$ cat src/iop_port_defs.vh
// Constants for the I/O port with pin remap: offsets, field positions, reset values
//
// How it works
// Software sets analog select and direction before using a pin as analog input.
// Software clears analog select before a pin serves digital peripherals or I/O.
// Analog select register resets to all ones, every shared pin analog.
// Analog pin with direction cleared still drives the output latch level.
// Pin-level port reads zero on pins set as analog input channels.
// Software waits one instruction between direction or latch write and port read.
// Change on a selected input pin raises the change interrupt request.
// Each pin's change enable bit gates its own interrupt contribution only.
// Change status records a pin change since the last pin-level port read.
// Per-pin weak pull-up and pull-down enables, each set independently.
// Software keeps pulls disabled on pins used as digital outputs.
// Clear, set and invert aliases modify only base bits written as one.
// Alias reads are undefined; the base register shows the effect.
// Remappable peripheral inputs stay unconnected until software assigns a pin.
// Active remapped output overrides general I/O on that pin.
// Analog selection keeps priority over any remapped peripheral.
// Each peripheral input owns a 4-bit selector choosing its pin.
// Four input groups of eight pins; codes 1000 to 1111 reserved.
// Each remappable pin owns a 4-bit selector choosing its peripheral output.
// Output selector zero, the reset value, connects no peripheral.
// Input and output mapping are controlled independently.
// Direction bit one means input; all pins reset as inputs.
// Pin-level port reads pins, writes go to the output latch.
// While the remap lock is set, selector writes complete but change nothing.
// Change interrupt stays high while any pin has enable and status set.
`ifndef IOP_PORT_DEFS_VH
`define IOP_PORT_DEFS_VH

// ============================================================
// Register groups (address bits 7:4 below 0x100)
`define IOP_GRP_ANALOG     4'h0
`define IOP_GRP_DIR        4'h1
`define IOP_GRP_PORT       4'h2
`define IOP_GRP_LATCH      4'h3
`define IOP_GRP_CNEN       4'h4
`define IOP_GRP_CNSTAT     4'h5
`define IOP_GRP_PULLUP     4'h6
`define IOP_GRP_PULLDN     4'h7
`define IOP_GRP_CNCON      4'h8
`define IOP_GRP_LOCK       4'h9

// ============================================================
// Alias operation (address bits 3:2)
`define IOP_OP_WRITE       2'h0
`define IOP_OP_CLR         2'h1
`define IOP_OP_SET         2'h2
`define IOP_OP_INV         2'h3

// ============================================================
// Selector areas (address bits 9:7)
`define IOP_AREA_INSEL     3'h2
`define IOP_AREA_OUTSEL    3'h3

// ============================================================
// Field positions and reset values
`define IOP_CNCON_ON_BIT   15
`define IOP_LOCK_BIT       0
`define IOP_ANALOG_RESET   16'hFFFF
`define IOP_DIR_RESET      16'hFFFF
`define IOP_SEL_RESET      4'h0

// ============================================================
// First input index of input groups 1, 2 and 3
`define IOP_GRP1_FIRST     5
`define IOP_GRP2_FIRST     11
`define IOP_GRP3_FIRST     19

`endif
$ cat src/iop_port.v
// I/O port with analog select, atomic aliases, change notification and pin remap
`timescale 1ns/10ps
`include "iop_port_defs.vh"

module iop_port #(
    parameter NIN = 24
) (
    input  wire        CLK_SYS,
    input  wire        RST,
    input  wire        CE,
    input  wire [9:0]  ADDRESS,
    input  wire        READ,
    input  wire        WRITE,
    input  wire [31:0] WRITEDATA,
    output reg  [31:0] READDATA,
    output reg         WAITREQUEST,
    input  wire [15:0] PIN_IN,
    output reg  [15:0] PIN_OUT,
    output reg  [15:0] PIN_OE_N,
    output reg  [15:0] PULLUP_EN,
    output reg  [15:0] PULLDOWN_EN,
    input  wire [15:0] PERIPH_OUT,
    output reg  [NIN-1:0] PERIPH_IN,
    output reg  [15:0] ANALOG_EN,
    output reg         CHANGE_IRQ
);

// ============================================================
// State
reg  [15:0]    ana;
reg  [15:0]    dir;
reg  [15:0]    lat;
reg  [15:0]    cnen;
reg  [15:0]    cnst;
reg  [15:0]    pu;
reg  [15:0]    pd;
reg            cn_on;
reg            lock;
reg  [3:0]     in_sel [0:NIN-1];
reg  [NIN-1:0] in_assigned;
reg  [3:0]     out_sel [0:15];
reg  [15:0]    pin_meta;
reg  [15:0]    pin_sync;
reg  [15:0]    pin_prev;
reg  [31:0]    next_rdata;
integer        k;
integer        m;

// ============================================================
// Next values of the control registers
reg  [15:0]    next_ana;
reg  [15:0]    next_dir;
reg  [15:0]    next_lat;
reg  [15:0]    next_cnen;
reg  [15:0]    next_pu;
reg  [15:0]    next_pd;
reg            next_cn_on;
reg            next_lock;

// ============================================================
// Bus decode
wire           req       = READ | WRITE;
wire           accept    = req & ~WAITREQUEST;
wire           low_area  = (ADDRESS[9:8] == 2'b00);
wire [3:0]     grp       = ADDRESS[7:4];
wire [1:0]     op        = ADDRESS[3:2];
wire           in_area   = (ADDRESS[9:7] == `IOP_AREA_INSEL) && (ADDRESS[6:2] < NIN);
wire           out_area  = (ADDRESS[9:7] == `IOP_AREA_OUTSEL) && !ADDRESS[6];
wire [4:0]     in_idx    = ADDRESS[6:2];
wire [3:0]     out_idx   = ADDRESS[5:2];
wire           wr_ok     = accept & WRITE;
wire [15:0]    wd        = WRITEDATA[15:0];

function [15:0] alias_apply;
    input [15:0] old;
    input [15:0] d;
    input [1:0]  aop;
    begin
        case (aop)
            `IOP_OP_CLR: alias_apply = old & ~d;
            `IOP_OP_SET: alias_apply = old | d;
            `IOP_OP_INV: alias_apply = old ^ d;
            default:     alias_apply = d;
        endcase
    end
endfunction

// ============================================================
// Pin view and change detection
// Analog inputs read low whatever the pin voltage
wire [15:0]    analog_in  = ana & dir;
wire [15:0]    port_view  = pin_sync & ~analog_in;
wire           port_read  = accept & READ & low_area & (grp == `IOP_GRP_PORT) & (op == `IOP_OP_WRITE);
wire [15:0]    changed;
wire [15:0]    next_cnst;
genvar gc;
generate
    for (gc = 0; gc < 16; gc = gc + 1) begin : g_chg
        // Edge seen only after both sync stages
        assign changed[gc]   = (pin_sync[gc] ^ pin_prev[gc]) & cn_on;
        // Set wins over the clearing read in the same cycle
        assign next_cnst[gc] = (cnst[gc] & ~port_read) | changed[gc];
    end
endgenerate
// Clocks stopped in sleep are not modelled; detection needs CLK_SYS
wire           next_irq   = |(cnen & next_cnst);

// ============================================================
// Read mux
always @* begin
    next_rdata = 32'h0000_0000;
    if (low_area) begin
        if (op == `IOP_OP_WRITE) begin
            case (grp)
                `IOP_GRP_ANALOG: next_rdata = {16'h0000, ana};
                `IOP_GRP_DIR:    next_rdata = {16'h0000, dir};
                `IOP_GRP_PORT:   next_rdata = {16'h0000, port_view};
                `IOP_GRP_LATCH:  next_rdata = {16'h0000, lat};
                `IOP_GRP_CNEN:   next_rdata = {16'h0000, cnen};
                `IOP_GRP_CNSTAT: next_rdata = {16'h0000, cnst};
                `IOP_GRP_PULLUP: next_rdata = {16'h0000, pu};
                `IOP_GRP_PULLDN: next_rdata = {16'h0000, pd};
                `IOP_GRP_CNCON:  next_rdata = {16'h0000, cn_on, 15'h0000};
                `IOP_GRP_LOCK:   next_rdata = {31'h0000_0000, lock};
                default:         next_rdata = 32'h0000_0000;
            endcase
        end
    end else if (in_area) begin
        next_rdata = {28'h000_0000, in_sel[in_idx]};
    end else if (out_area) begin
        next_rdata = {28'h000_0000, out_sel[out_idx]};
    end
end

// ============================================================
// Register write decode
wire [15:0]    cncon_word = alias_apply({cn_on, 15'h0000}, wd, op);
wire [15:0]    lock_word  = alias_apply({15'h0000, lock}, wd, op);
wire           base_wr    = wr_ok & low_area;
// Locked writes still finish on the bus, contents untouched
wire           in_wr      = wr_ok & in_area & ~lock;
wire           out_wr     = wr_ok & out_area & ~lock;

always @* begin
    next_ana   = ana;
    next_dir   = dir;
    next_lat   = lat;
    next_cnen  = cnen;
    next_pu    = pu;
    next_pd    = pd;
    next_cn_on = cn_on;
    next_lock  = lock;
    if (base_wr) begin
        case (grp)
            `IOP_GRP_ANALOG: next_ana   = alias_apply(ana, wd, op);
            `IOP_GRP_DIR:    next_dir   = alias_apply(dir, wd, op);
            // Port writes land in the latch, never on the pin view
            `IOP_GRP_PORT:   next_lat   = alias_apply(lat, wd, op);
            `IOP_GRP_LATCH:  next_lat   = alias_apply(lat, wd, op);
            `IOP_GRP_CNEN:   next_cnen  = alias_apply(cnen, wd, op);
            `IOP_GRP_PULLUP: next_pu    = alias_apply(pu, wd, op);
            `IOP_GRP_PULLDN: next_pd    = alias_apply(pd, wd, op);
            `IOP_GRP_CNCON:  next_cn_on = cncon_word[`IOP_CNCON_ON_BIT];
            `IOP_GRP_LOCK:   next_lock  = lock_word[`IOP_LOCK_BIT];
            // Status is read-only; unmapped groups drop the write
            default: begin
            end
        endcase
    end
end

// ============================================================
// Configuration registers
always @(posedge CLK_SYS or posedge RST) begin
    if (RST) begin
        ana  <= `IOP_ANALOG_RESET;
        dir  <= `IOP_DIR_RESET;
        lat  <= 16'h0000;
        pu   <= 16'h0000;
        pd   <= 16'h0000;
        lock <= 1'b0;
    end else if (CE) begin
        ana  <= next_ana;
        dir  <= next_dir;
        lat  <= next_lat;
        pu   <= next_pu;
        pd   <= next_pd;
        lock <= next_lock;
    end
end

// ============================================================
// Change notification registers
always @(posedge CLK_SYS or posedge RST) begin
    if (RST) begin
        cnen       <= 16'h0000;
        cnst       <= 16'h0000;
        cn_on      <= 1'b0;
        CHANGE_IRQ <= 1'b0;
    end else if (CE) begin
        cnen       <= next_cnen;
        cnst       <= next_cnst;
        cn_on      <= next_cn_on;
        // Level request, follows status and enable
        CHANGE_IRQ <= next_irq;
    end
end

// ============================================================
// Input selectors
always @(posedge CLK_SYS or posedge RST) begin
    if (RST) begin
        in_assigned <= {NIN{1'b0}};
        for (k = 0; k < NIN; k = k + 1) begin
            in_sel[k] <= `IOP_SEL_RESET;
        end
    end else if (CE) begin
        if (in_wr) begin
            in_sel[in_idx]      <= WRITEDATA[3:0];
            in_assigned[in_idx] <= 1'b1;
        end
    end
end

// ============================================================
// Output selectors
always @(posedge CLK_SYS or posedge RST) begin
    if (RST) begin
        for (m = 0; m < 16; m = m + 1) begin
            out_sel[m] <= `IOP_SEL_RESET;
        end
    end else if (CE) begin
        if (out_wr) begin
            out_sel[out_idx] <= WRITEDATA[3:0];
        end
    end
end

// ============================================================
// Pin synchroniser and change history
always @(posedge CLK_SYS or posedge RST) begin
    if (RST) begin
        pin_meta <= 16'h0000;
        pin_sync <= 16'h0000;
        pin_prev <= 16'h0000;
    end else if (CE) begin
        // Only the second and third stages feed logic; the first may be metastable
        pin_meta <= PIN_IN;
        pin_sync <= pin_meta;
        pin_prev <= pin_sync;
    end
end

// ============================================================
// Bus handshake
always @(posedge CLK_SYS or posedge RST) begin
    if (RST) begin
        WAITREQUEST <= 1'b1;
        READDATA    <= 32'h0000_0000;
    end else if (CE) begin
        // One wait state: data is ready when waitrequest falls
        if (accept) begin
            WAITREQUEST <= 1'b1;
        end else if (req) begin
            WAITREQUEST <= 1'b0;
            READDATA    <= next_rdata;
        end
    end
end

// ============================================================
// Output remap, per pin
wire [15:0] next_pin_out;
wire [15:0] next_oe_n;
genvar gp;
generate
    for (gp = 0; gp < 16; gp = gp + 1) begin : g_out
        wire [3:0] s     = out_sel[gp];
        wire       pbit  = PERIPH_OUT[s];
        // Analog keeps the pin; remap only acts on digital pins
        wire       remap = (s != 4'h0) && !ana[gp];
        // Analog pin with direction cleared still shows the latch level
        assign next_pin_out[gp] = remap ? pbit : lat[gp];
        assign next_oe_n[gp]    = remap ? 1'b0 : dir[gp];
    end
endgenerate

// ============================================================
// Input remap, per peripheral input
wire [NIN-1:0] next_periph_in;
genvar gi;
generate
    for (gi = 0; gi < NIN; gi = gi + 1) begin : g_in
        localparam [1:0] GRP = (gi < `IOP_GRP1_FIRST) ? 2'd0 :
                               (gi < `IOP_GRP2_FIRST) ? 2'd1 :
                               (gi < `IOP_GRP3_FIRST) ? 2'd2 : 2'd3;
        wire [3:0] s   = in_sel[gi];
        // Eight candidates per group; groups overlap on a 16-pin port
        wire [3:0] pin = {GRP, 2'b00} + {1'b0, s[2:0]};
        // Analog pins feed no peripheral
        wire       lvl = pin_sync[pin] & ~ana[pin];
        assign next_periph_in[gi] = in_assigned[gi] & ~s[3] & lvl;
    end
endgenerate

// ============================================================
// Registered pin-side outputs
always @(posedge CLK_SYS or posedge RST) begin
    if (RST) begin
        PIN_OUT  <= 16'h0000;
        PIN_OE_N <= 16'hFFFF;
    end else if (CE) begin
        PIN_OUT  <= next_pin_out;
        PIN_OE_N <= next_oe_n;
    end
end

// ============================================================
// Registered pull enables
always @(posedge CLK_SYS or posedge RST) begin
    if (RST) begin
        PULLUP_EN   <= 16'h0000;
        PULLDOWN_EN <= 16'h0000;
    end else if (CE) begin
        PULLUP_EN   <= pu;
        PULLDOWN_EN <= pd;
    end
end

// ============================================================
// Registered peripheral-side outputs
always @(posedge CLK_SYS or posedge RST) begin
    if (RST) begin
        PERIPH_IN <= {NIN{1'b0}};
        ANALOG_EN <= `IOP_ANALOG_RESET;
    end else if (CE) begin
        PERIPH_IN <= next_periph_in;
        ANALOG_EN <= ana;
    end
end

endmodule // iop_port

$ cat config.mk
export PLATFORM = sky130hd
export DESIGN_NAME = iop_port
export DESIGN_NICKNAME = d
export VERILOG_FILES = /design/src/iop_port.v
export VERILOG_INCLUDE_DIRS = /design/src
export SDC_FILE = /design/constraint.sdc
export NUM_CORES = 1
export LEC_CHECK = 0
export ABC_AREA = 1
export BUFFER_PORTS_ARGS = -buffer_cell sky130_fd_sc_hd__buf_2
export CAP_MARGIN = 20
export CORE_ASPECT_RATIO = 1.75
export CORE_MARGIN = 2
export CORE_UTILIZATION = 34
export DETAILED_ROUTE_END_ITERATION = 8
export GPL_TIMING_DRIVEN = 0
export PLACE_DENSITY = 0.47
export REMOVE_ABC_BUFFERS = 1
export SLEW_MARGIN = 10
export SYNTH_ARGS = -nofsm -noshare
export SYNTH_HDL_FRONTEND = slang
export SYNTH_SLANG_ARGS = --single-unit
$ cat constraint.sdc
create_clock -name CLK_SYS -period 29.5 [get_ports CLK_SYS]
set_input_delay 1.475 -clock CLK_SYS [delete_from_list [all_inputs] [get_ports CLK_SYS]]
set_output_delay 1.475 -clock CLK_SYS [all_outputs]
set_load 0.05 [all_outputs]
# Word level (Yosys, flattened, before mapping)

Cells that the tools add are included.

Register bits: 484
Output and inout port bits: 138
Logic and storage cells: 635

Add/subtract/negate cells: 19
Magnitude comparators: 47
Equal/unequal tests: 14
Mux-type cells: 189
Bitwise logic cells: 232
Reduce and logical (&&, ||, !) cells: 72

Operators with widths:

| cell                                                                         | number |
|---|---|
| 16-bit one-hot mux with 3 select lines                                       | 7 |
| 1-bit binary-select mux with 4-bit select                                    | 54 |
| 4-bit by 5-bit less-than comparator with 1-bit output, second input constant | 35 |
| 16-bit bitwise AND                                                           | 10 |
| 16-bit one-hot mux with 10 select lines                                      | 1 |
| 1-bit bitwise AND                                                            | 116 |
| 16-bit OR                                                                    | 7 |
| 16-bit bitwise XOR                                                           | 7 |
| 1-bit 2-to-1 mux                                                             | 99 |
| 96-bit bitwise mux                                                           | 1 |
| 64-bit bitwise mux                                                           | 1 |
| 4-bit nonzero test                                                           | 16 |
| 4-bit by 3-bit adder with 4-bit output, first input constant                 | 13 |
| 1-bit inverter                                                               | 52 |
| 32-bit 2-to-1 mux                                                            | 1 |
| 4-bit 2-to-1 mux                                                             | 8 |
| 16-bit inverter                                                              | 2 |
| 1-bit binary-select mux with 3-bit select                                    | 10 |
| 3-bit AND reduction                                                          | 9 |
| 3-bit by 5-bit less-than comparator with 1-bit output, second input constant | 5 |
| 3-bit by 3-bit adder with 4-bit output, first input constant                 | 6 |
| 24-bit OR                                                                    | 1 |
| 1-bit logical AND                                                            | 21 |
| 4-bit binary-select mux with 5-bit select                                    | 1 |
| 31 further kinds                                                             | 90 |

# Longest topological paths before layout

Word-level depth: 11
Mapped depth: 14

# Least setup slack after synthesis

OpenSTA, ideal clock, no wires.

Kind: input to register
Start point: input port WRITEDATA[0]
End point: register cnen[0]
Library setup time: 0.137 ns
Arrival: 2.837 ns
Required time: 29.363 ns
Path slack: 26.526 ns
Stages on the path: 5
Path buffers: 1
Path through: inv_1 clkbuf_1 ha_1 a221oi_1 a31oi_1

Word-level cells in the longest chain between the ends: 3

RTL lines:

| item                                     | RTL line       | text |
|---|---|---|
| from (decl)                              | iop_port.v:14  | `input wire [31:0] WRITEDATA,` |
| 16-bit inverter                          | iop_port.v:80  | `` `IOP_OP_CLR: alias_apply = old & ~d; `` |
| 16-bit bitwise AND                       | iop_port.v:80  |  |
| 16-bit one-hot mux with 3 select lines * | iop_port.v:79  | `case (aop)` |
| to (signal assigned)                     | iop_port.v:201 | `cnen <= next_cnen;` |
| to (decl)                                | iop_port.v:33  | `reg [15:0] cnen;` |

Mark *: on every way between the ends. The rest lies on a longest branch, timed or not.
A chain may end at the register's enable or synchronous reset.

# Worst setup path in the final report

Start point: input port ADDRESS[2]
End point: register CHANGE_IRQ

Word-level cells in the longest chain between the ends: 7

RTL lines:

| item                        | RTL line       | text |
|---|---|---|
| from (decl)                 | iop_port.v:11  | `input wire [9:0] ADDRESS,` |
| 2-bit zero test (no line) * | -              |  |
| 1-bit bitwise AND *         | iop_port.v:93  | `` wire port_read = accept & READ & low_area & (grp == `IOP_GRP_PORT) & (op == `IOP_OP_WRITE); `` |
| 1-bit inverter *            | iop_port.v:102 | `assign next_cnst[gc] = (cnst[gc] & ~port_read) \| changed[gc];` |
| 1-bit bitwise AND           | iop_port.v:102 |  |
| 1-bit OR                    | iop_port.v:102 |  |
| 16-bit bitwise AND *        | iop_port.v:106 | `wire next_irq = \|(cnen & next_cnst);` |
| 16-bit OR reduction *       | iop_port.v:106 |  |
| to (signal assigned)        | iop_port.v:205 | `CHANGE_IRQ <= next_irq;` |
| to (decl)                   | iop_port.v:25  | `output reg CHANGE_IRQ` |

Marks and branches as above.

==> flow_metrics.py <==
metrics = {
    "pwr": {
        "ir_worst_vdd_mv": 0.0409,
        "pwr-share-clk_pct": 38.9,
        "powerDensity_nw_per_um2": 55.2,
        "internal_power_uw": 1190,
        "switchingPower_uw": 603,
        "p_seq_share_pct": 41.5,
        "swShare_pct": 33.7,
        "p_leak_uw": 0.0145,
        "power_uw": 1790,
        "p_comb_share_pct": 19.7,
    },
    "floorplan": {
        "core-area_sq_um": 83200,
        "die_y_um": 387,
        "io_pins": 217,
        "initial_core_util_pct": 34.3,
        "rows": 140,
        "die_x_um": 223,
        "die-area_sq_um": 86500,
    },
    "sta": {
        "setup_slack_ns": 24.96,
        "skew_ns": 0.0292,
        "slew_viol_final": 0,
        "max_freq_mhz": 220,
        "fin_crit_sh_pct": 15.4,
        "worst_pin_slew_ns": 1.15,
        "hold_viol_final": 0,
        "rsz0062_at_grt": "false",
        "fin_crit_ns": 4.54,
        "setup_tns_ns": 0,
        "finalSetupViolations": 0,
        "max_slew_margin_pct": 22.9,
    },
    "setup_path": {
        "crit_required_ns": 30.02,
        "endpoint_kind": "register",
        "path_common_cell": "nand2_1",
        "slowest_delay_ns": 0.83,
        "worstPathCellList": "buf_2 -> nor2_4 -> nand2_1 -> nor2_1 -> nand2_1 -> nand2_1 -> nand2_1 -> nand2_1 -> nand2_1 -> nor2_1 -> nand3_1 -> nor2_1 -> nor2_1",
        "crit_fanout": 25,
        "arrival_ns": 5.06,
        "crit_type": "in2reg",
        "critical_path.slowest_cell": "nor2_4",
        "startpoint_type": "input pin",
    },
    "job": {
        "max-cap-violations": 0,
    },
    "clocking": {
        "cts.sinks": 468,
        "clk_pin_slew_ns": 0.07,
        "insertion_delay_ns": 0.64,
        "cts.htree.levels": 2,
        "numCtsBuffers": 50,
        "clockBufferDepth": 3,
        "cts_tree": "done",
        "cts_hold_buffers": 0,
        "postCtsSetupBuffers": 0,
        "post_cts_resized": 0,
        "root_buffer": "clkbuf_16",
    },
    "finish": {
        "final_nets": 4039,
        "final_util_pct": 38.9,
        "layout_commonest_cell": "nand2_1",
        "fill_cells": 8627,
        "final_area_sq_um": 32400,
        "areaGrowthSynthToFinish_pct": 13.4,
        "drive_gt1_share_pct": 10.9,
        "final_cell_mix": "859 x nand2_1, 502 x o21ai_0, 403 x dfrtp_1",
    },
    "drt": {
        "dr.pass1.iters": 5,
        "drt-total-wl_mm": 115,
        "route.vias.total": 26700,
        "drc": 0,
        "routedWlPerCell_um": 23.7,
        "viasPerCell": 5.48,
        "drtAntennaViolNets": 0,
        "dr.first_iter.drc_count": 2098,
    },
    "outcome": {
        "status": "finished, final reports clean",
    },
    "synth": {
        "synth_cell_types": 42,
        "syn_inst": 3711,
        "synth-seq-cells": 468,
        "syn_avg_cell_area_sq_um": 7.70,
        "synth.yosys.seq_area_share_pct": 41.3,
        "yosys_warnings": 0,
        "syn_area_sq_um": 28600,
    },
    "global_routing": {
        "track_usage_pct": 26.4,
        "grt_pass1_wl_mm": 172,
        "grt_max_degree": 115,
        "antenna_found_initial": 3,
        "grt_pass1_vias": 25900,
        "grt-ovfl-total": 0,
    },
    "placed_design": {
        "portBuffers": 182,
        "post-dp-hpwl_mm": 77.9,
        "place_area_sq_um": 30600,
        "dp_slack_ns": 24.35,
        "place_congestion": 0.915,
    },
    "hold_path": {
        "hp-class": "reg2reg",
    },
}
-- routing by layer --
layer  wire length [um]  vias up  GRT usage [%]
met3               5480      254           2.64
met5                  0        -              0
li1                   -    12700              -
met2              57500      850           46.8
met1              46600    12900           32.2
met4               5730        0           12.0
-- Yosys cell counts (all sizes together) --
library cell,number,area share (%)
a211oi,23,0.60
xnor2,1,0.031
buf,83,1.6
nor3,34,0.60
nor4,1,0.074
a21boi,1,0.026
o31ai,16,0.42
nand3,129,2.3
nor2,284,3.9
a2111oi,1,0.096
o22ai,69,1.5
o221ai,1,0.031
ha,196,8.6
dfrtp,403,35
o32ai,1,0.031
clkinv,1,0.013
conb,1,0.013
nand4,4,0.11
nand3b,2,0.053
o211ai,100,2.6
o21ai,522,9.1
a21oi,205,3.6
o21bai,10,0.26
nand2,879,12
a221oi,60,1.8
dfstp,65,6.0
o2111ai,6,0.18
clkbuf,142,1.9
inv,338,4.4
a31oi,85,1.9
a41oi,6,0.18
a22oi,42,1.1
-- power groups by stage --
stage,clock network (uW),logic [uW],registers [uW]
6_report,696,352,742
4_1_cts,713,353,741
2_1_floorplan,0,162,805
5_1_grt,735,386,748
3_5_place_dp,0,352,752
3_3_place_gp,0,340,753
-- state kept, by name, indices dropped and copies added, names as in the netlist, 24 cells and up --
name	count
PERIPH_IN	24
g_in.s	96
in_assigned	24
g_out.s	64
-- area by class of cell --
| class | instances | area (sq um) | area share (%) |
|---|---|---|---|
| well taps | 1065 | 1330 | 4.11 |
| inverters | 339 | 1310 | 4.04 |
| multi-input cells | 2694 | 14700 | 45.3 |
| repair buffers | 211 | 1560 | 4.80 |
| clock inverters | 26 | 325 | 1.00 |
| clock buffers | 66 | 1410 | 4.36 |
| flip-flops and latches | 468 | 11800 | 36.4 |
| diodes | 2 | 5.00 | 0.0155 |
-- final timing paths --
path                                              from                     endpoint  slack (ns)  cells after the start
hold reg to reg            in_assigned[13]$_DFFE_PP0P_  in_assigned[13]$_DFFE_PP0P_        0.45                      2
hold / removal             in_assigned[13]$_DFFE_PP0P_  in_assigned[13]$_DFFE_PP0P_        0.45                      2
min in group asynchronous                          RST    PERIPH_IN[11]$_DFFE_PP0P_        0.87                      2
setup / recovery                            ADDRESS[2]       CHANGE_IRQ$_DFFE_PP0P_       24.96                     13
setup reg to reg               WAITREQUEST$_DFFE_PP1P_       CHANGE_IRQ$_DFFE_PP0P_       26.68                     12
max in group asynchronous                          RST       PIN_OUT[3]$_DFFE_PP0P_       26.66                      5
-- metrics by stage --
step / hold slack, ns / std cells
after floorplan: 0.422 / 3501
after global placement: 0.432 / 4748
after detailed placement: 0.438 / 4777
after CTS: 0.455 / 4869
after global routing: 0.464 / 4871
final: 0.450 / 4871
-- kinds of logic after synthesis --
kind of cell / after synthesis / synth area share (%)
xor gates and xnor gates: 1 / 0.0307
adders and majority gates: 196 / 8.58
DFF: 468 / 41.3
and+or+nand+nor: 1333 / 18.7
AOI/OAI and AO/OA: 1148 / 23.5
other: 1 / 0.0131
buffers and inverters: 564 / 7.87
-- worst max-delay path, delay by kind of cell --
family | cells | cell delay (ns)
AND/OR/NAND/NOR | 12 | 3.24
buffers and inverters | 1 | 0.31
No activity file was read; power rests on OpenSTA's default activity.
